===== config.mk =====
export PLATFORM = sky130hd
export DESIGN_NAME = regstack
export DESIGN_NICKNAME = d
export VERILOG_FILES = /design/src/logic/regstack_pkg.sv /design/src/logic/regstack_array.sv /design/src/logic/regstack.sv
export VERILOG_INCLUDE_DIRS = /design/src /design/src/logic
export SDC_FILE = /design/constraint.sdc
export NUM_CORES = 1
export LEC_CHECK = 0
export BUFFER_PORTS_ARGS = -buffer_cell sky130_fd_sc_hd__buf_2
export CAP_MARGIN = 25
export CORE_UTILIZATION = 45
export DETAILED_ROUTE_END_ITERATION = 16
export HOLD_SLACK_MARGIN = 0.1
export PLACE_DENSITY = 0.69
export SLEW_MARGIN = 30
export SYNTH_ARGS = -nofsm -noshare
export SYNTH_HDL_FRONTEND = slang
export SYNTH_HIERARCHICAL = 1
export SYNTH_SLANG_ARGS = --single-unit
export TNS_END_PERCENT = 30

===== constraint.sdc =====
create_clock -name core_clk -period 5.36 [get_ports core_clk]
set_input_delay 0.804 -clock core_clk [delete_from_list [all_inputs] [get_ports core_clk]]
set_output_delay 0.804 -clock core_clk [all_outputs]
set_load 0.02 [all_outputs]

===== src/logic/regstack_regs.svh =====
// Constants for the 16x4 register stack with output register.
// Assumes inclusion by bare name from the stack's design files.
`ifndef REGSTACK_REGS_SVH
`define REGSTACK_REGS_SVH

// ----------------------------------------------------------------------
// Geometry
// ----------------------------------------------------------------------
`define RS_WORDS 16
`define RS_ADDR_W 4
`define RS_WIDTH 4

// ----------------------------------------------------------------------
// Reset values
// ----------------------------------------------------------------------
`define RS_OUT_RST 4'h0
`define RS_OE_N_RST 1'b1
`define RS_EDGE_RST 1'b1

`endif


===== src/logic/regstack_pkg.sv =====
// Types shared by the 16x4 register stack files.
// Assumes regstack_regs.svh is on the include path.
`include "regstack_regs.svh"

package regstack_pkg;

  // ----------------------------------------------------------------------
  // Host control lines, all active low
  // ----------------------------------------------------------------------
  typedef struct packed {
    logic write_en_n;
    logic chip_sel_n;
    logic out_en_n;
  } host_ctrl_t;

  // ----------------------------------------------------------------------
  // Output register load selection
  // ----------------------------------------------------------------------
  typedef enum logic [1:0] {
    LOAD_HOLD,
    LOAD_WORD,
    LOAD_THRU
  } load_sel_t;

endpackage


===== src/logic/regstack_array.sv =====
// Storage array of the register stack: one write port, one read port.
// Assumes write enable already qualified by the caller.
`timescale 1ns/1ps
`default_nettype none
`include "regstack_regs.svh"

module regstack_array
  import regstack_pkg::*;
#(
  parameter int WORDS = `RS_WORDS,
  parameter int ADDR_W = `RS_ADDR_W,
  parameter int WIDTH = `RS_WIDTH
) (
  input wire logic core_clk,
  input wire logic wr_en,
  input wire logic [ADDR_W-1:0] wr_addr,
  input wire logic [WIDTH-1:0] wr_data,
  input wire logic [ADDR_W-1:0] rd_addr,
  output logic [WIDTH-1:0] rd_data
);

  if (WORDS != (1 << ADDR_W)) begin : g_bad_words
    $error("WORDS must equal 2**ADDR_W");
  end

  // ----------------------------------------------------------------------
  // Array, no reset: contents undefined until written
  // ----------------------------------------------------------------------
  logic [WIDTH-1:0] mem_q [WORDS];

  always_ff @(posedge core_clk) begin
    if (wr_en) begin
      mem_q[wr_addr] <= wr_data;
    end
  end

  assign rd_data = mem_q[rd_addr];

endmodule

`default_nettype wire


===== src/logic/regstack.sv =====
// Top of the 16x4 register stack with clocked output register.
// Assumes host pins synchronous to core_clk; edge_clock is a sampled pin.
//
// Behaviour
// - Sixteen 4-bit words, 64 bits total, chosen by a 4-bit index.
// - Write data into addressed word while write, select and clock low.
// - During that write window the word follows changes on data inputs.
// - Rising clock, selected, write high: addressed word loads output register.
// - Rising clock, selected, write low: input data loads output register.
// - Output register holds its value until next qualifying rising clock.
// - Output enable registered onto read_bits_oe_n; read_bits always drive output register.
`timescale 1ns/1ps
`default_nettype none
`include "regstack_regs.svh"

module regstack
  import regstack_pkg::*;
#(
  parameter int WORDS = `RS_WORDS,
  parameter int ADDR_W = `RS_ADDR_W,
  parameter int WIDTH = `RS_WIDTH
) (
  input wire logic core_clk,
  input wire logic rstn,
  input wire logic edge_clock,
  input wire host_ctrl_t host_ctrl,
  input wire logic [ADDR_W-1:0] word_index,
  input wire logic [WIDTH-1:0] write_bits,
  output logic [WIDTH-1:0] read_bits,
  output logic read_bits_oe_n
);

  // ----------------------------------------------------------------------
  // Elaboration checks
  // ----------------------------------------------------------------------
  if (WORDS != (1 << ADDR_W)) begin : g_bad_words
    $error("WORDS must equal 2**ADDR_W");
  end
  if (WIDTH < 1) begin : g_bad_width
    $error("WIDTH must be at least one");
  end

  // ----------------------------------------------------------------------
  // Decode
  // ----------------------------------------------------------------------
  function automatic logic write_window(input host_ctrl_t c,
                                        input logic clk_level);
    write_window = !c.write_en_n && !c.chip_sel_n && !clk_level;
  endfunction

  function automatic load_sel_t load_select(input host_ctrl_t c,
                                            input logic rise);
    if (!rise || c.chip_sel_n) begin
      load_select = LOAD_HOLD;
    end else if (c.write_en_n) begin
      load_select = LOAD_WORD;
    end else begin
      load_select = LOAD_THRU;
    end
  endfunction

  logic edge_clock_q;
  logic [WIDTH-1:0] read_bits_q;
  logic [WIDTH-1:0] read_bits_d;
  logic read_oe_n_q;
  logic [WIDTH-1:0] word_data;
  wire logic clk_rise;
  wire logic wr_en;
  wire load_sel_t load_sel;

  // Level write, repeated each cycle so the word tracks the data
  assign wr_en = write_window(host_ctrl, edge_clock);
  assign clk_rise = edge_clock && !edge_clock_q;
  assign load_sel = load_select(host_ctrl, clk_rise);

  // ----------------------------------------------------------------------
  // Storage
  // ----------------------------------------------------------------------
  regstack_array #(
    .WORDS(WORDS),
    .ADDR_W(ADDR_W),
    .WIDTH(WIDTH)
  ) u_array (
    .core_clk(core_clk),
    .wr_en(wr_en),
    .wr_addr(word_index),
    .wr_data(write_bits),
    .rd_addr(word_index),
    .rd_data(word_data)
  );

  // ----------------------------------------------------------------------
  // Output register
  // ----------------------------------------------------------------------
  always_comb begin
    case (load_sel)
      LOAD_WORD: read_bits_d = word_data;
      LOAD_THRU: read_bits_d = write_bits;
      LOAD_HOLD: read_bits_d = read_bits_q;
      default: read_bits_d = read_bits_q;
    endcase
  end

  always_ff @(posedge core_clk or negedge rstn) begin
    if (!rstn) begin
      edge_clock_q <= `RS_EDGE_RST;
      read_bits_q <= WIDTH'(`RS_OUT_RST);
      read_oe_n_q <= `RS_OE_N_RST;
    end else begin
      edge_clock_q <= edge_clock;
      read_bits_q <= read_bits_d;
      read_oe_n_q <= host_ctrl.out_en_n;
    end
  end

  // Enable follows pin level only, regardless of edge_clock
  assign read_bits = read_bits_q;
  assign read_bits_oe_n = read_oe_n_q;

  // ----------------------------------------------------------------------
  // Assertions
  // ----------------------------------------------------------------------
  property p_index_holds_word;
    @(posedge core_clk) disable iff (!rstn)
      (!$past(wr_en) && $stable(word_index)) |-> $stable(word_data);
  endproperty
  a_index_holds_word: assert property (p_index_holds_word)
    else $error("Stored word changed without a write");

  property p_write_stores;
    @(posedge core_clk) disable iff (!rstn)
      (!host_ctrl.write_en_n && !host_ctrl.chip_sel_n && !edge_clock)
      ##1 $stable(word_index) |-> word_data == $past(write_bits);
  endproperty
  a_write_stores: assert property (p_write_stores)
    else $error("Write window did not store data");

  property p_write_tracks;
    @(posedge core_clk) disable iff (!rstn)
      (wr_en [*2]) ##1 $stable(word_index)
      |-> word_data == $past(write_bits);
  endproperty
  a_write_tracks: assert property (p_write_tracks)
    else $error("Word did not follow data during write");

  property p_read_load;
    @(posedge core_clk) disable iff (!rstn)
      (edge_clock && !$past(edge_clock) && !host_ctrl.chip_sel_n
       && host_ctrl.write_en_n) |=> read_bits == $past(word_data);
  endproperty
  a_read_load: assert property (p_read_load)
    else $error("Rising edge read did not load word");

  property p_thru_load;
    @(posedge core_clk) disable iff (!rstn)
      (edge_clock && !$past(edge_clock) && !host_ctrl.chip_sel_n
       && !host_ctrl.write_en_n) |=> read_bits == $past(write_bits);
  endproperty
  a_thru_load: assert property (p_thru_load)
    else $error("Rising edge write did not pass data through");

  property p_hold_no_edge;
    @(posedge core_clk) disable iff (!rstn)
      !(edge_clock && !edge_clock_q) |=> $stable(read_bits);
  endproperty
  a_hold_no_edge: assert property (p_hold_no_edge)
    else $error("Output register changed without rising edge");

  property p_oe_follows;
    @(posedge core_clk) disable iff (!rstn)
      rstn |=> read_bits_oe_n == $past(host_ctrl.out_en_n);
  endproperty
  a_oe_follows: assert property (p_oe_follows)
    else $error("Output enable not following pin");

  property p_deselect_hold;
    @(posedge core_clk) disable iff (!rstn)
      host_ctrl.chip_sel_n |=> $stable(read_bits);
  endproperty
  a_deselect_hold: assert property (p_deselect_hold)
    else $error("Output loaded while deselected");

  property p_no_write_blocked;
    @(posedge core_clk) disable iff (!rstn)
      (host_ctrl.chip_sel_n || edge_clock) ##1 $stable(word_index)
      |-> $stable(word_data);
  endproperty
  a_no_write_blocked: assert property (p_no_write_blocked)
    else $error("Array written while deselected or clock high");

  property p_thru_no_store;
    @(posedge core_clk) disable iff (!rstn)
      (edge_clock && !host_ctrl.chip_sel_n && !host_ctrl.write_en_n)
      ##1 $stable(word_index) |-> $stable(word_data);
  endproperty
  a_thru_no_store: assert property (p_thru_no_store)
    else $error("Pass-through load also wrote the array");

  property p_oe_steady;
    @(posedge core_clk) disable iff (!rstn)
      rstn && $past(rstn) && $stable(host_ctrl.out_en_n)
      |=> $stable(read_bits_oe_n);
  endproperty
  a_oe_steady: assert property (p_oe_steady)
    else $error("Output enable moved with steady pin");

  property p_high_clock_hold;
    @(posedge core_clk) disable iff (!rstn)
      edge_clock && $past(edge_clock) |=> $stable(read_bits);
  endproperty
  a_high_clock_hold: assert property (p_high_clock_hold)
    else $error("Output register reloaded while clock stayed high");

  property p_reset_values;
    @(posedge core_clk)
      (!rstn ##1 !rstn) |-> read_bits == WIDTH'(`RS_OUT_RST)
        && read_bits_oe_n == `RS_OE_N_RST;
  endproperty
  a_reset_values: assert property (p_reset_values)
    else $error("Outputs not at reset values during reset");

endmodule

`default_nettype wire


======== Word level (Yosys, flattened, before mapping) ========
Memories as Yosys holds them, arrays and structs flattened.
Index checks and enable logic that the tools add are counted.
Widths: inputs -> output; s select.
word-level totals
  memories kept ........................... 1
  bits of input ports ..................... 14
  bits in writable memories ............... 64
  register bits ........................... 6
  output and inout port bits .............. 5
memories
  memory         words  bits a word  read ports  clocked after memory_dff  wr ports  line                  text
  u_array.mem_q  16     4            1           0                         1         regstack_array.sv:29  logic [WIDTH-1:0] mem_q [WORDS];
operators by class
  multiplexer cells ....................... 5
  reduce and logical (&&, ||, !) cells .... 10
  equality and inequality tests ........... 2
operator list
  kind                count
  $pmux 4 s2          1
  $logic_not 1->1     5
  $mux 2              2
  $logic_and 1x1->1   3
  $eq 2x1->1 const B  1
  $eq 2x2->1 const B  1
  $mux 1              2
  $reduce_bool 2->1   1
  $logic_or 1x1->1    1

======== Logic depth before layout (Yosys ltp) ========
Gate-level depths: netlist (run 1).
  depth in word-level cells ............... 7
  gate-level depth with buffers ........... 7

======== Modules after synthesis ========
The synthesis (run 1) kept the hierarchy.
modules (own cells, without submodules)
  module          instances  cells each  area each (um^2)
  regstack_array  1          126         2586.2
  regstack        1          16          270.3

======== Worst setup path before layout (run 1) ========
OpenSTA, ideal clock, no wires.
  path type ............................... input-to-reg
  start ................................... input port word_index[1]
  end ..................................... register read_bits_q[2], in the netlist read_bits[2]
  slack ................................... 2954 ps
  library setup time ...................... 125 ps
  arrival ................................. 2281 ps
  stages on the path ...................... 7
  data required time ...................... 5235 ps
  cells stage by stage .................... clkbuf_1 buf_2 mux4_2 a22oi_1 nand3_1 mux2_1 mux2_4
between the ends
  longest elaborated chain between the ends .. 2
ends and longest elaborated chain
  item                  line             text
  start, declared       regstack.sv:27   input wire logic [ADDR_W-1:0] word_index,
  $mem_v2 16x4          --
  net word_data[2]      regstack.sv:66   logic [WIDTH-1:0] word_data;
  $pmux 4 s2            regstack.sv:96   case (load_sel)
  end signal, assigned  regstack.sv:107  read_bits_q <= WIDTH'(`RS_OUT_RST);
  end signal, assigned  regstack.sv:111  read_bits_q <= read_bits_d;
  end, declared         regstack.sv:63   logic [WIDTH-1:0] read_bits_q;
The timed path passes the listed nets, and every way through them passes these cells.
A chain may end at the register's enable or synchronous reset.

======== Worst setup path in the final report (run 1) ========
  start ................................... input port word_index[0]
  end ..................................... register read_bits_q[3], in the netlist read_bits[3]
The elaborated chain is that of the path after synthesis.

==> results of run 1 <==
==> metrics by stage <==
step                      instance area, um2  power (W)  instances  utilization
after floorplan                         2860   0.000671        142            -
after global placement                  3000   0.000700        231        0.498
after detailed placement                3000   0.000703        231        0.498
after CTS                               3200    0.00112        247        0.531
after global routing                    3200    0.00115        247        0.531
final                                   3200    0.00111        247        0.531
==> cell type report <==
type                            count  area, um2
Clock inverter                      4       45.0
Fill cell                         495       2830
Timing Repair Buffer               18       90.1
Sequential cell                    70       2070
Multi-Input combinational cell     68        742
Tap cell                           75       93.8
Clock buffer                       12        155
==> worst paths after layout <==
kind / startpoint / to / slack (ns) / depth (start not counted)
worst min register to register: read_bits[1] / read_bits[1] / 0.51 / 1
min in group core_clk: read_bits[1] / read_bits[1] / 0.51 / 1
worst max-delay path: word_index[0] / read_bits[3] / 2.73 / 6
max in group asynchronous: rstn / read_bits_oe_n / 4.84 / 1
worst max register to register: u_array/mem_q[1][3] / read_bits[3] / 3.44 / 5
worst min-delay path: rstn / read_bits[3] / 0.29 / 1
==> cells in the mapped netlist (all sizes together), types with 3 or more instances <==
cell	instances	area [um2]
a22oi	4	30.0
nor2	13	48.8
buf	3	36.3
edfxtp	64	1920
nand3	9	45.0
dfrtp	4	100
nand2	5	18.8
mux2	8	93.8
mux4	16	413
nor3	5	25.0
==> routing by layer <==
layer | global-route usage | vias up
met5 | 0 | -
met4 | 0.0842 | 0
met3 | 0.0422 | 8
met2 | 0.268 | 40
met1 | 0.233 | 726
li1 | - | 640
==> kinds of logic after synthesis <==
kind of cell / count (synthesis) / share of synthesized area
flops: 70 / 0.726
compound gates: 4 / 0.0105
buf+inv: 4 / 0.0140
mux: 24 / 0.177
simple gates: 40 / 0.0718
==> power breakdown <==
part / leakage, nW / internal (W) / switching (W)
registers: 0.645 / 0.000608 / 0.00000545
logic: 0.340 / 0.0000319 / 0.0000454
clock network: 0.106 / 0.000238 / 0.000180
total: 1.09 / 0.000878 / 0.000231
==> worst max-delay path: stages <==
cell	delay, ns
buf_2	0.46
mux4_1	0.66
a22oi_1	0.25
nand3_1	0.11
mux2_1	0.30
mux2_2	0.26
==> flip-flops by register name, summed over array words and instances, names as in the netlist <==
register,cells
edge_clock_q,1
read_bits,4
read_bits_oe_n,1
u_array/mem_q,64
==> report_table.html, run 1 <==
<table>
<tr><th>Metric</th><th>Value</th></tr>
<tr><th colspan="2">Global routing</th></tr>
<tr><td>Pin count of the biggest net entering global routing</td><td>24</td></tr>
<tr><td>Initial antenna violation count</td><td>0</td></tr>
<tr><td>First-pass GRT wire length</td><td>7.92 mm</td></tr>
<tr><td>Total congestion overflow</td><td>0</td></tr>
<tr><td>Via count of the first global-routing pass</td><td>1503</td></tr>
<tr><td>Total track usage</td><td>0.174</td></tr>
<tr><th colspan="2">Routing</th></tr>
<tr><td>Remaining routing DRC violations</td><td>0</td></tr>
<tr><td>Number of DRC violations after detailed-routing iteration 0</td><td>109</td></tr>
<tr><td>Average wire per cell in the routed design</td><td>20.2 um</td></tr>
<tr><td>Topmost layer with routed signal wires</td><td>met4</td></tr>
<tr><td>Post-Route WL</td><td>4.98 mm</td></tr>
<tr><td>Residual antenna-violating net count after detailed routing</td><td>0</td></tr>
<tr><td>Met3 Routed Length</td><td>238 um</td></tr>
<tr><td>Length of routed wiring on met1</td><td>2.30 mm</td></tr>
<tr><td>Routed length on met2</td><td>2.37 mm</td></tr>
<tr><td>Via/cell ratio</td><td>5.72</td></tr>
<tr><td>Total number of vias</td><td>1414</td></tr>
<tr><td>First-pass iteration count of the detailed router</td><td>5</td></tr>
<tr><th colspan="2">Synthesis</th></tr>
<tr><td>Commonest register cell after synthesis</td><td>edfxtp_1</td></tr>
<tr><td>Number of storage elements in the synthesis netlist</td><td>70</td></tr>
<tr><td>Seq/Total Area, Yosys</td><td>0.726</td></tr>
<tr><td>Average instance area after synthesis</td><td>20.1 um2</td></tr>
<tr><td>Post-synth design cell area</td><td>2860 um2</td></tr>
<tr><td>Asr flop ratio synth</td><td>0.0857</td></tr>
<tr><td>Synth Warn #</td><td>6</td></tr>
<tr><td>Number of enable flip-flop cells after synthesis</td><td>64</td></tr>
<tr><td>Synthesized netlist net count</td><td>156</td></tr>
<tr><td>Cells after Synth</td><td>142</td></tr>
<tr><td>Number of distinct library cell variants in the gate-level netlist after synthesis</td><td>22</td></tr>
<tr><th colspan="2">CTS</th></tr>
<tr><td>CTS sink count</td><td>70</td></tr>
<tr><td>Setup Fix Bufs, Post-CTS</td><td>0</td></tr>
<tr><td>Number of instances resized during post-cts repair</td><td>0</td></tr>
<tr><td>Clock-pin transition on the worst setup and hold timing paths</td><td>0.07 ns</td></tr>
<tr><td>H-tree depth</td><td>3</td></tr>
<tr><td>CTS Buf Count</td><td>9</td></tr>
<tr><td>Clk_lat worst skew</td><td>0.33 ns</td></tr>
<tr><td>CTS tree</td><td>built</td></tr>
<tr><td>Clk buf depth</td><td>2</td></tr>
<tr><td>Root buf cell</td><td>clkbuf_8</td></tr>
<tr><td>Count of hold-fix buffers inserted at cts</td><td>0</td></tr>
<tr><th colspan="2">Timing</th></tr>
<tr><td>Final Hold Slack</td><td>0.287 ns</td></tr>
<tr><td>Final worst slack</td><td>2.73 ns</td></tr>
<tr><td>Slew at the pin closest to its max-slew limit</td><td>0.653 ns</td></tr>
<tr><td>Final worst clock skew</td><td>0.00823 ns</td></tr>
<tr><td>Slew headroom</td><td>0.561</td></tr>
<tr><td>Final setup violation count</td><td>0</td></tr>
<tr><td>Fin Setup TNS</td><td>0 ns</td></tr>
<tr><td>Timing-limited maximum frequency</td><td>380 MHz</td></tr>
<tr><td>Total count of max-transition violations in the final report</td><td>0</td></tr>
<tr><td>RSZ-0062 raised after global routing</td><td>false</td></tr>
<tr><td>Final Hold Violating Endpoints</td><td>0</td></tr>
<tr><td>Post-route clock period utilization</td><td>0.491</td></tr>
<tr><td>Min cycle time layout</td><td>2.63 ns</td></tr>
<tr><th colspan="2">Finish</th></tr>
<tr><td>Commonest non-fill, non-tap cell in the layout</td><td>edfxtp_1</td></tr>
<tr><td>Number of antenna cells inserted</td><td>0</td></tr>
<tr><td>Synth-to-layout area growth</td><td>12.0%</td></tr>
<tr><td>Fraction of layout instances using a drive strength above 1</td><td>0.250</td></tr>
<tr><td>Commonest cells after routing, fill and taps aside</td><td>edfxtp_1 (64), buf_2 (18), mux4_1 (14)</td></tr>
<tr><td>Layout net count</td><td>181</td></tr>
<tr><th colspan="2">Die</th></tr>
<tr><td>Area enclosed by the die boundary</td><td>6670 um2</td></tr>
<tr><td>Count of boundary I/O pins</td><td>19</td></tr>
<tr><td>Initial core utilization</td><td>0.474</td></tr>
<tr><td>Core Region</td><td>6030 um2</td></tr>
<tr><td>Die W</td><td>81.7 um</td></tr>
<tr><td>Vert. Die Dim</td><td>81.7 um</td></tr>
<tr><td>Number of standard-cell rows in the floorplan</td><td>28</td></tr>
<tr><th colspan="2">Worst setup path</th></tr>
<tr><td>Biggest fanout along the worst timing path</td><td>23</td></tr>
<tr><td>Crit path arrival time</td><td>2.86 ns</td></tr>
<tr><td>CP endpoint kind</td><td>register</td></tr>
<tr><td>Critical path required time</td><td>5.58 ns</td></tr>
<tr><td>Launching element type of the critical path</td><td>input pin</td></tr>
<tr><td>WS Path Type</td><td>input pin to register</td></tr>
<tr><th colspan="2">Place</th></tr>
<tr><td>Worst slack, placed</td><td>2.38 ns</td></tr>
<tr><td>DP HPWL</td><td>3.36 mm</td></tr>
<tr><td>Routability congestion estimate</td><td>0.777</td></tr>
<tr><td>Buffers on Ports</td><td>18</td></tr>
<tr><th colspan="2">Job</th></tr>
<tr><td># Max-Cap Violations</td><td>0</td></tr>
<tr><th colspan="2">Power</th></tr>
<tr><td>Static Leakage</td><td>1.09 nW</td></tr>
<tr><td>Total power per unit cell area</td><td>346 nW/um2</td></tr>
<tr><td>Maximum resistive drop on vdd</td><td>0.176 mV</td></tr>
<tr><th colspan="2">Min path</th></tr>
<tr><td>Hold WC Path Type</td><td>input pin to async pin</td></tr>
<tr><th colspan="2">Run status</th></tr>
<tr><td>Run status</td><td>finished, final reports clean</td></tr>
</table>
(Power assumes the default switching activity.)
==> inputs of run 2 (changes only) <==
--- a/config.mk
+++ b/config.mk
@@ -6,12 +6,13 @@
 export SDC_FILE = /design/constraint.sdc
 export NUM_CORES = 1
 export LEC_CHECK = 0
+export ABC_AREA = 1
 export BUFFER_PORTS_ARGS = -buffer_cell sky130_fd_sc_hd__buf_2
 export CAP_MARGIN = 25
 export CORE_UTILIZATION = 45
 export DETAILED_ROUTE_END_ITERATION = 16
 export HOLD_SLACK_MARGIN = 0.1
-export PLACE_DENSITY = 0.69
+export PLACE_DENSITY = 0.71
 export SLEW_MARGIN = 30
 export SYNTH_ARGS = -nofsm -noshare
 export SYNTH_HDL_FRONTEND = slang
==> constraint.sdc (replaced) <==
create_clock -name core_clk -period 2.4 [get_ports core_clk]
set_input_delay 0.36 -clock core_clk [delete_from_list [all_inputs] [get_ports core_clk]]
set_output_delay 0.36 -clock core_clk [all_outputs]
set_load 0.02 [all_outputs]
==> run 2 against run 1 <==
Synthesized cell count is 130% higher. Non-clock buffer count up 2. Cell count up 82%. Critical endpoint is now read_bits[2]. Largest cell class unchanged. Largest power group unchanged.
==> report_table.html, run 2 <==
<table>
<tr><th>Metric</th><th>Value</th></tr>
<tr><th colspan="2">Timing</th></tr>
<tr><td>Slew headroom</td><td>0.533 (was 0.561)</td></tr>
<tr><td>Final Hold Violating Endpoints</td><td>0 (unchanged)</td></tr>
<tr><td>Timing-limited maximum frequency</td><td>612 MHz</td></tr>
<tr><td>Final Hold Slack</td><td>0.151 ns (was 0.287 ns)</td></tr>
<tr><td>RSZ-0062 raised after global routing</td><td>false (unchanged)</td></tr>
<tr><td>Final setup violation count</td><td>0 (unchanged)</td></tr>
<tr><td>Post-route clock period utilization</td><td>0.681</td></tr>
<tr><td>Fin Setup TNS</td><td>0 ns (unchanged)</td></tr>
<tr><td>Slew at the pin closest to its max-slew limit</td><td>0.700 ns (was 0.653 ns)</td></tr>
<tr><td>Final worst clock skew</td><td>0.00571 ns (was 0.00823 ns)</td></tr>
<tr><td>Total count of max-transition violations in the final report</td><td>0 (unchanged)</td></tr>
<tr><td>Min cycle time layout</td><td>1.63 ns</td></tr>
<tr><th colspan="2">Finish</th></tr>
<tr><td>Number of flip-flops under the largest register name</td><td>64 (unchanged)</td></tr>
<tr><td>Fraction of layout instances using a drive strength above 1</td><td>0.105 (was 0.250)</td></tr>
<tr><td>End-of-flow core utilization</td><td>0.518 (was 0.531)</td></tr>
<tr><td>Biggest register</td><td>u_array/mem_q (unchanged)</td></tr>
<tr><td>Number of antenna cells inserted</td><td>0 (unchanged)</td></tr>
<tr><td>Commonest cells after routing, fill and taps aside</td><td>nand2_1 (105), edfxtp_1 (64), inv_1 (62) (was edfxtp_1 (64), buf_2 (18), mux4_1 (14))</td></tr>
<tr><td>Layout net count</td><td>363 (was 181)</td></tr>
<tr><td>Synth-to-layout area growth</td><td>10.8% (was 12.0%)</td></tr>
<tr><td>Commonest non-fill, non-tap cell in the layout</td><td>nand2_1 (was edfxtp_1)</td></tr>
<tr><th colspan="2">Synthesis</th></tr>
<tr><td>Synthesized netlist net count</td><td>343 (was 156)</td></tr>
<tr><td>Synth Warn #</td><td>6 (unchanged)</td></tr>
<tr><td>Average instance area after synthesis</td><td>9.71 um2 (was 20.1 um2)</td></tr>
<tr><td>Dominant cell by count in the synthesized netlist</td><td>nand2_1 (was edfxtp_1)</td></tr>
<tr><td>Number of distinct library cell variants in the gate-level netlist after synthesis</td><td>16 (was 22)</td></tr>
<tr><td>Post-synth design cell area</td><td>3190 um2 (was 2860 um2)</td></tr>
<tr><td>Number of enable flip-flop cells after synthesis</td><td>64 (unchanged)</td></tr>
<tr><td>Synth top area cells</td><td>edfxtp_1 (60%), nand2_1 (12%), nand3_1 (7.7%) (was edfxtp_1 (67%), mux4_1 (13%), dfrtp_1 (3.5%))</td></tr>
<tr><td>Cells after Synth</td><td>329 (was 142)</td></tr>
<tr><td>Asr flop ratio synth</td><td>0.0857 (unchanged)</td></tr>
<tr><td>Number of storage elements in the synthesis netlist</td><td>70 (unchanged)</td></tr>
<tr><td>Leading area contributor after synthesis</td><td>edfxtp_1 (unchanged)</td></tr>
<tr><td>Commonest cells in the netlist</td><td>nand2_1 (105), edfxtp_1 (64), inv_1 (62) (was edfxtp_1 (64), mux4_1 (14), nor2_1 (13))</td></tr>
<tr><td>Synth top area share</td><td>0.602 (was 0.673)</td></tr>
<tr><td>Commonest register cell after synthesis</td><td>edfxtp_1 (unchanged)</td></tr>
<tr><td>Seq/Total Area, Yosys</td><td>0.650 (was 0.726)</td></tr>
<tr><th colspan="2">Job</th></tr>
<tr><td># Max-Cap Violations</td><td>0 (unchanged)</td></tr>
<tr><th colspan="2">Global routing</th></tr>
<tr><td>Initial antenna violation count</td><td>0 (unchanged)</td></tr>
<tr><td>Via count of the first global-routing pass</td><td>1986 (was 1503)</td></tr>
<tr><td>Total congestion overflow</td><td>0 (unchanged)</td></tr>
<tr><td>Total track usage</td><td>0.185 (was 0.174)</td></tr>
<tr><td>First-pass GRT wire length</td><td>9.85 mm (was 7.92 mm)</td></tr>
<tr><td>Pin count of the biggest net entering global routing</td><td>37 (was 24)</td></tr>
<tr><th colspan="2">Worst setup path</th></tr>
<tr><td>Library cell contributing the largest single delay on the critical path</td><td>buf_2 (was mux4_1)</td></tr>
<tr><td>List of cells traversed by the critical path</td><td>buf_2 &gt; inv_6 &gt; nand2_1 &gt; nand2_1 &gt; nand2_1 &gt; nand3_1 &gt; nand3_1 &gt; nand2_1 &gt; nand2_1 &gt; nand2_1 &gt; nor2_1 &gt; nor2_1 (was buf_2 &gt; mux4_1 &gt; a22oi_1 &gt; nand3_1 &gt; mux2_1 &gt; mux2_2)</td></tr>
<tr><td>Buf/Inv on CP</td><td>2 (was 1)</td></tr>
<tr><td>Termination of the worst setup path</td><td>read_bits[2] (was read_bits[3])</td></tr>
<tr><td>Crit path arrival time</td><td>1.87 ns (was 2.86 ns)</td></tr>
<tr><td>Critical path required time</td><td>2.64 ns (was 5.58 ns)</td></tr>
<tr><td>Biggest fanout along the worst timing path</td><td>36 (was 23)</td></tr>
<tr><td>Largest stage delay on the critical path</td><td>0.54 ns (was 0.66 ns)</td></tr>
<tr><td>Reg-to-reg setup timing slack</td><td>1.18 ns (was 3.44 ns)</td></tr>
<tr><td>WS Path Type</td><td>input pin to register (unchanged)</td></tr>
<tr><td>Crit path top cell by count</td><td>nand2_1</td></tr>
<tr><td>Crit path depth</td><td>12 (was 6)</td></tr>
<tr><td>Launching element type of the critical path</td><td>input pin (unchanged)</td></tr>
<tr><td>Reg2reg path depth</td><td>10 (was 5)</td></tr>
<tr><td>Beginning of the critical path</td><td>word_index[0] (unchanged)</td></tr>
<tr><td>Cell family with the largest share of critical-path delay</td><td>buffers and inverters (was multiplexers)</td></tr>
<tr><td>Reg-to-reg endpoint</td><td>read_bits[3] (unchanged)</td></tr>
<tr><td>Crit Reg-Reg Startpoint</td><td>u_array/mem_q[9][3] (was u_array/mem_q[1][3])</td></tr>
<tr><td>CP endpoint kind</td><td>register (unchanged)</td></tr>
<tr><th colspan="2">CTS</th></tr>
<tr><td>Root buf cell</td><td>clkbuf_8 (unchanged)</td></tr>
<tr><td>Setup Fix Bufs, Post-CTS</td><td>0 (unchanged)</td></tr>
<tr><td>CTS sink count</td><td>70 (unchanged)</td></tr>
<tr><td>Clk buf depth</td><td>2 (unchanged)</td></tr>
<tr><td>Clock-pin transition on the worst setup and hold timing paths</td><td>0.07 ns (about the same)</td></tr>
<tr><td>Count of hold-fix buffers inserted at cts</td><td>2 (was 0)</td></tr>
<tr><td>CTS Buf Count</td><td>9 (unchanged)</td></tr>
<tr><td>CTS tree</td><td>built (unchanged)</td></tr>
<tr><td>Clk_lat worst skew</td><td>0.34 ns (was 0.33 ns)</td></tr>
<tr><td>H-tree depth</td><td>3 (unchanged)</td></tr>
<tr><td>Number of instances resized during post-cts repair</td><td>0 (unchanged)</td></tr>
<tr><th colspan="2">Place</th></tr>
<tr><td>Buffers on Ports</td><td>18 (unchanged)</td></tr>
<tr><td>DP HPWL</td><td>3.84 mm (was 3.36 mm)</td></tr>
<tr><td>Routability congestion estimate</td><td>0.867 (was 0.777)</td></tr>
<tr><th colspan="2">Routing</th></tr>
<tr><td>Remaining routing DRC violations</td><td>0 (unchanged)</td></tr>
<tr><td>Number of DRC violations after detailed-routing iteration 0</td><td>183 (was 109)</td></tr>
<tr><td>Topmost layer with routed signal wires</td><td>met4 (unchanged)</td></tr>
<tr><td>Residual antenna-violating net count after detailed routing</td><td>0 (unchanged)</td></tr>
<tr><td>First-pass iteration count of the detailed router</td><td>4 (was 5)</td></tr>
<tr><td>Routed length on met2</td><td>2.90 mm (was 2.37 mm)</td></tr>
<tr><td>Via/cell ratio</td><td>4.73 (was 5.72)</td></tr>
<tr><td>Average wire per cell in the routed design</td><td>13.2 um (was 20.2 um)</td></tr>
<tr><td>Length of routed wiring on met1</td><td>2.58 mm (was 2.30 mm)</td></tr>
<tr><td>Post-Route WL</td><td>5.95 mm (was 4.98 mm)</td></tr>
<tr><td>Total number of vias</td><td>2128 (was 1414)</td></tr>
<tr><td>Met3 Routed Length</td><td>409 um (was 238 um)</td></tr>
<tr><th colspan="2">Die</th></tr>
<tr><td>Core Region</td><td>6830 um2 (was 6030 um2)</td></tr>
<tr><td>Number of standard-cell rows in the floorplan</td><td>30 (was 28)</td></tr>
<tr><td>Count of boundary I/O pins</td><td>19 (unchanged)</td></tr>
<tr><td>Die W</td><td>86.2 um (was 81.7 um)</td></tr>
<tr><td>Initial core utilization</td><td>0.467 (was 0.474)</td></tr>
<tr><td>Vert. Die Dim</td><td>86.2 um (was 81.7 um)</td></tr>
<tr><td>Area enclosed by the die boundary</td><td>7440 um2 (was 6670 um2)</td></tr>
<tr><th colspan="2">Min path</th></tr>
<tr><td>Hold WC Path Type</td><td>input pin to register (was input pin to async pin)</td></tr>
<tr><th colspan="2">Power</th></tr>
<tr><td>Maximum resistive drop on vdd</td><td>0.476 mV (was 0.176 mV)</td></tr>
<tr><td>Static Leakage</td><td>1.58 nW (was 1.09 nW)</td></tr>
<tr><td>Total power per unit cell area</td><td>721 nW/um2 (was 346 nW/um2)</td></tr>
<tr><td>Total Power Consumption</td><td>0.00255 W (was 0.00111 W)</td></tr>
<tr><th colspan="2">Run status</th></tr>
<tr><td>Run status</td><td>finished, final reports clean (unchanged)</td></tr>
</table>
-- run 2: changes by cell type in the layout (fill, tap and decap cells not counted), moves of 4 or more --
cell	before	now
nand2_1	5	105
mux2_1	4	0
nor3_1	5	1
mux4_1	14	0
inv_1	0	62
nor2_1	13	25
a22oi_1	4	0
nand3_1	9	49
-- run 2: how the worst min path moves through the flow --
stage	start	end	slack [ns]	cells after the start
2_1_floorplan	rstn	read_bits[0]	0.06	0
3_3_place_gp	rstn	read_bits[3]	0.18	1
3_5_place_dp	rstn	read_bits[3]	0.19	1
4_1_cts	edge_clock	edge_clock_q	0.13	1
5_1_grt	edge_clock	edge_clock_q	0.13	1
6_report	edge_clock	edge_clock_q	0.15	1
-- run 2: final cells by class --
cell class | instances | area (um2)
clock inverters | 7 | 87.6
flip-flops and latches | 70 | 2070
multi-input cells | 183 | 771
fillers | 632 | 3290
repair buffers | 20 | 110
well taps | 96 | 120
inverters | 65 | 251
clock buffers | 9 | 124
-- run 2: logic make-up (layout without fill, tap and decap cells) --
logic type    count (synthesis)  in the layout  share of synthesized area
buf+inv                      76            101                      0.109
simple gates                183            183                      0.241
flops                        70             70                      0.650
-- run 2: per-stage QoR --
step | instance area [um2] | setup slack (ns) | instances
floorplan | 3190 | 0.991 | 329
global placement | 3310 | 0.448 | 432
detailed placement | 3310 | 0.440 | 432
CTS | 3540 | 0.813 | 450
global route | 3540 | 0.610 | 450
finish | 3540 | 0.766 | 450
-- run 2: per-layer routing --
layer,up-vias,global-route usage
met2,72,0.278
met3,6,0.0743
met1,971,0.242
met4,0,0.0712
li1,1079,-
met5,-,0
-- run 2: report_power, final --
part / switching (W) / internal [W]
Combinational: 0.000143 / 0.0000603
Clock: 0.000412 / 0.000577
Sequential: 0.00000677 / 0.00135
==> inputs of run 3 (changes only) <==
==> constraint.sdc (replaced) <==
create_clock -name core_clk -period 1.3 [get_ports core_clk]
set_input_delay 0.195 -clock core_clk [delete_from_list [all_inputs] [get_ports core_clk]]
set_output_delay 0.195 -clock core_clk [all_outputs]
set_load 0.02 [all_outputs]
==> run 3 against run 2 <==
Sequential power up 85%. Largest cell class unchanged. Via count up 6.0%. Count of clock-buffer cells in the layout unchanged. Critical path depth down 2. Clock power up 110%. Worst hold slack better by 0.046 ns. Utilization up 4.6 points. Register-to-register slack worse by 1.1 ns. Global-route usage up 0.67 points. Sequential share of layout area down 4.8 points.
==> report_table.html, run 3 (same netlist as run 2, synthesis figures left out) <==
<table>
<tr><th>Metric</th><th>Value</th></tr>
<tr><th colspan="2">Finish</th></tr>
<tr><td>Commonest cells after routing, fill and taps aside</td><td>nand2_1 (104), edfxtp_1 (64), inv_1 (62) (was nand2_1 (105), edfxtp_1 (64), inv_1 (62))</td></tr>
<tr><td>Commonest non-fill, non-tap cell in the layout</td><td>nand2_1 (unchanged)</td></tr>
<tr><td>Layout net count</td><td>389 (was 363)</td></tr>
<tr><td>Number of antenna cells inserted</td><td>0 (unchanged)</td></tr>
<tr><td>Biggest register</td><td>u_array/mem_q (unchanged)</td></tr>
<tr><td>Number of flip-flops under the largest register name</td><td>64 (unchanged)</td></tr>
<tr><td>Fraction of layout instances using a drive strength above 1</td><td>0.208 (was 0.105)</td></tr>
<tr><td>Synth-to-layout area growth</td><td>20.7% (was 10.8%)</td></tr>
<tr><th colspan="2">Routing</th></tr>
<tr><td>Residual antenna-violating net count after detailed routing</td><td>0 (unchanged)</td></tr>
<tr><td>Number of DRC violations after detailed-routing iteration 0</td><td>259 (was 183)</td></tr>
<tr><td>First-pass iteration count of the detailed router</td><td>5 (was 4)</td></tr>
<tr><td>Remaining routing DRC violations</td><td>0 (unchanged)</td></tr>
<tr><td>Average wire per cell in the routed design</td><td>13.5 um (was 13.2 um)</td></tr>
<tr><td>Total number of vias</td><td>2255 (was 2128)</td></tr>
<tr><td>Post-Route WL</td><td>6.44 mm (was 5.95 mm)</td></tr>
<tr><td>Via/cell ratio</td><td>4.74 (was 4.73)</td></tr>
<tr><th colspan="2">CTS</th></tr>
<tr><td>H-tree depth</td><td>3 (unchanged)</td></tr>
<tr><td>CTS sink count</td><td>70 (unchanged)</td></tr>
<tr><td>Clk_lat worst skew</td><td>0.34 ns (about the same)</td></tr>
<tr><td>Clk buf depth</td><td>2 (unchanged)</td></tr>
<tr><td>Root buf cell</td><td>clkbuf_8 (unchanged)</td></tr>
<tr><td>CTS Buf Count</td><td>9 (unchanged)</td></tr>
<tr><td>CTS tree</td><td>built (unchanged)</td></tr>
<tr><td>Clock-pin transition on the worst setup and hold timing paths</td><td>0.08 ns (was 0.07 ns)</td></tr>
<tr><th colspan="2">Worst setup path</th></tr>
<tr><td>Biggest fanout along the worst timing path</td><td>1 (was 36)</td></tr>
<tr><td>WS Path Type</td><td>register to register (was input pin to register)</td></tr>
<tr><td>Reg2reg path depth</td><td>10 (unchanged)</td></tr>
<tr><td>Crit Reg-Reg Startpoint</td><td>u_array/mem_q[15][3] (was u_array/mem_q[9][3])</td></tr>
<tr><td>Launching element type of the critical path</td><td>register (was input pin)</td></tr>
<tr><td>Reg-to-reg setup timing slack</td><td>0.08 ns (was 1.18 ns)</td></tr>
<tr><td>Crit path arrival time</td><td>1.45 ns (was 1.87 ns)</td></tr>
<tr><td>Reg-to-reg endpoint</td><td>read_bits[3] (unchanged)</td></tr>
<tr><td>Critical path required time</td><td>1.53 ns (was 2.64 ns)</td></tr>
<tr><td>CP endpoint kind</td><td>register (unchanged)</td></tr>
<tr><th colspan="2">Timing</th></tr>
<tr><td>Final Hold Violating Endpoints</td><td>0 (unchanged)</td></tr>
<tr><td>RSZ-0062 raised after global routing</td><td>true (was false)</td></tr>
<tr><td>Min cycle time layout</td><td>1.22 ns</td></tr>
<tr><td>Slew headroom</td><td>0.756 (was 0.533)</td></tr>
<tr><td>Timing-limited maximum frequency</td><td>820 MHz</td></tr>
<tr><td>Post-route clock period utilization</td><td>0.938</td></tr>
<tr><td>Total count of max-transition violations in the final report</td><td>0 (unchanged)</td></tr>
<tr><td>Fin Setup TNS</td><td>0 ns (unchanged)</td></tr>
<tr><td>Slew at the pin closest to its max-slew limit</td><td>0.366 ns (was 0.700 ns)</td></tr>
<tr><td>Final setup violation count</td><td>0 (unchanged)</td></tr>
<tr><td>Final worst clock skew</td><td>0.00968 ns (was 0.00571 ns)</td></tr>
<tr><th colspan="2">Power</th></tr>
<tr><td>Total power per unit cell area</td><td>1310 nW/um2 (was 721 nW/um2)</td></tr>
<tr><td>Total Power Consumption</td><td>0.00506 W (was 0.00255 W)</td></tr>
<tr><td>Static Leakage</td><td>1.77 nW (was 1.58 nW)</td></tr>
<tr><td>Maximum resistive drop on vdd</td><td>0.919 mV (was 0.476 mV)</td></tr>
<tr><th colspan="2">Run status</th></tr>
<tr><td>Run status</td><td>finished, final reports clean (unchanged)</td></tr>
<tr><th colspan="2">Global routing</th></tr>
<tr><td>Initial antenna violation count</td><td>0 (unchanged)</td></tr>
<tr><td>Met1 Resource Use GR</td><td>0.258 (was 0.242)</td></tr>
<tr><td>GR met2 Demand/Resource</td><td>0.291 (was 0.278)</td></tr>
<tr><td>Met3 usage</td><td>0.0619 (was 0.0743)</td></tr>
<tr><td>Total congestion overflow</td><td>0 (unchanged)</td></tr>
<tr><td>First-pass GRT wire length</td><td>10.1 mm (was 9.85 mm)</td></tr>
<tr><td>Pin count of the biggest net entering global routing</td><td>33 (was 37)</td></tr>
<tr><td>Via count of the first global-routing pass</td><td>2069 (was 1986)</td></tr>
<tr><td>Total track usage</td><td>0.192 (was 0.185)</td></tr>
<tr><td>Gr busiest metal</td><td>met2 (unchanged)</td></tr>
<tr><th colspan="2">Min path</th></tr>
<tr><td>Hold WC Path Type</td><td>input pin to async pin (was input pin to register)</td></tr>
<tr><th colspan="2">Die</th></tr>
<tr><td>Core Region</td><td>6830 um2 (unchanged)</td></tr>
<tr><td>Die W</td><td>86.2 um (unchanged)</td></tr>
<tr><td>Number of standard-cell rows in the floorplan</td><td>30 (unchanged)</td></tr>
<tr><td>Area enclosed by the die boundary</td><td>7440 um2 (unchanged)</td></tr>
<tr><td>Count of boundary I/O pins</td><td>19 (unchanged)</td></tr>
<tr><td>Initial core utilization</td><td>0.467 (unchanged)</td></tr>
<tr><td>Vert. Die Dim</td><td>86.2 um (unchanged)</td></tr>
<tr><th colspan="2">Place</th></tr>
<tr><td>Buffers on Ports</td><td>18 (unchanged)</td></tr>
<tr><td>Routability congestion estimate</td><td>0.792 (was 0.867)</td></tr>
<tr><td>DP HPWL</td><td>4.14 mm (was 3.84 mm)</td></tr>
<tr><th colspan="2">Job</th></tr>
<tr><td># Max-Cap Violations</td><td>0 (unchanged)</td></tr>
</table>
==> run 3: where the power goes <==
part	switching [W]	total, W	internal [W]
Clock	0.000830	0.00211	0.00128
Combinational	0.000287	0.000431	0.000145
Sequential	0.0000141	0.00251	0.00250
==> run 3: metal layers <==
layer  vias to the layer above  part of all wire
li1                       1134                 -
met1                      1044              0.46
met2                        71              0.48
met3                         6             0.048
met4                         0             0.011
met5                         -                 0
==> run 3: worst max-delay path: stages (launching register included) <==
cell      delay, ns
edfxtp_1       0.38
inv_1          0.07
nand2_1        0.05
nand3_1        0.09
nand3_1        0.11
nand3_2        0.08
nand2_1        0.06
nand2_1        0.07
nand2_1        0.05
nor2_1         0.10
nor2_1         0.05
==> run 3: metrics by stage <==
| stage | utilization | instances | hold WS [ns] | worst slack (ns) | instance area (um2) |
|---|---|---|---|---|---|
| after detailed placement | 0.513 | 457 | 0.0212 | -0.0907 | 3510 |
| after global placement | 0.513 | 457 | 0.0203 | -0.0984 | 3510 |
| after floorplan | - | 329 | -0.101 | 0.0558 | 3190 |
| after CTS | 0.553 | 476 | 0.181 | 0.0770 | 3780 |
| final | 0.564 | 476 | 0.197 | 0.0806 | 3850 |
| after global routing | 0.564 | 476 | 0.191 | -0.0308 | 3850 |
==> run 3: cell type report <==
type	instances	area, um2
clock inverters	7	120
multi-input cells	183	843
inverters	65	251
fillers	599	2980
flip-flops and latches	70	2070
well taps	96	120
clock buffers	9	124
repair buffers	46	320
==> run 3: how the worst max path moves through the flow <==
stage	start	to	slack, ns	cells after the start
2_1_floorplan	host_ctrl[2]	u_array/mem_q[12][0]	0.06	3
3_3_place_gp	host_ctrl[2]	u_array/mem_q[8][0]	-0.1	6
3_5_place_dp	host_ctrl[2]	u_array/mem_q[10][3]	-0.09	6
4_1_cts	read_bits_oe_n	read_bits_oe_n	0.08	1
5_1_grt	u_array/mem_q[8][3]	read_bits[3]	-0.03	10
6_report	u_array/mem_q[15][3]	read_bits[3]	0.08	10
==> run 3: repair_timing <==
| item | in CTS | in global routing |
|---|---|---|
| endpoints found under the hold margin | 8 | 0 |
| resized for setup | 0 | 15 |
| endpoints found under the setup margin | 0 | 4 |
| buffers inserted | 0 | 0 |
| hold buffers | 3 | 0 |
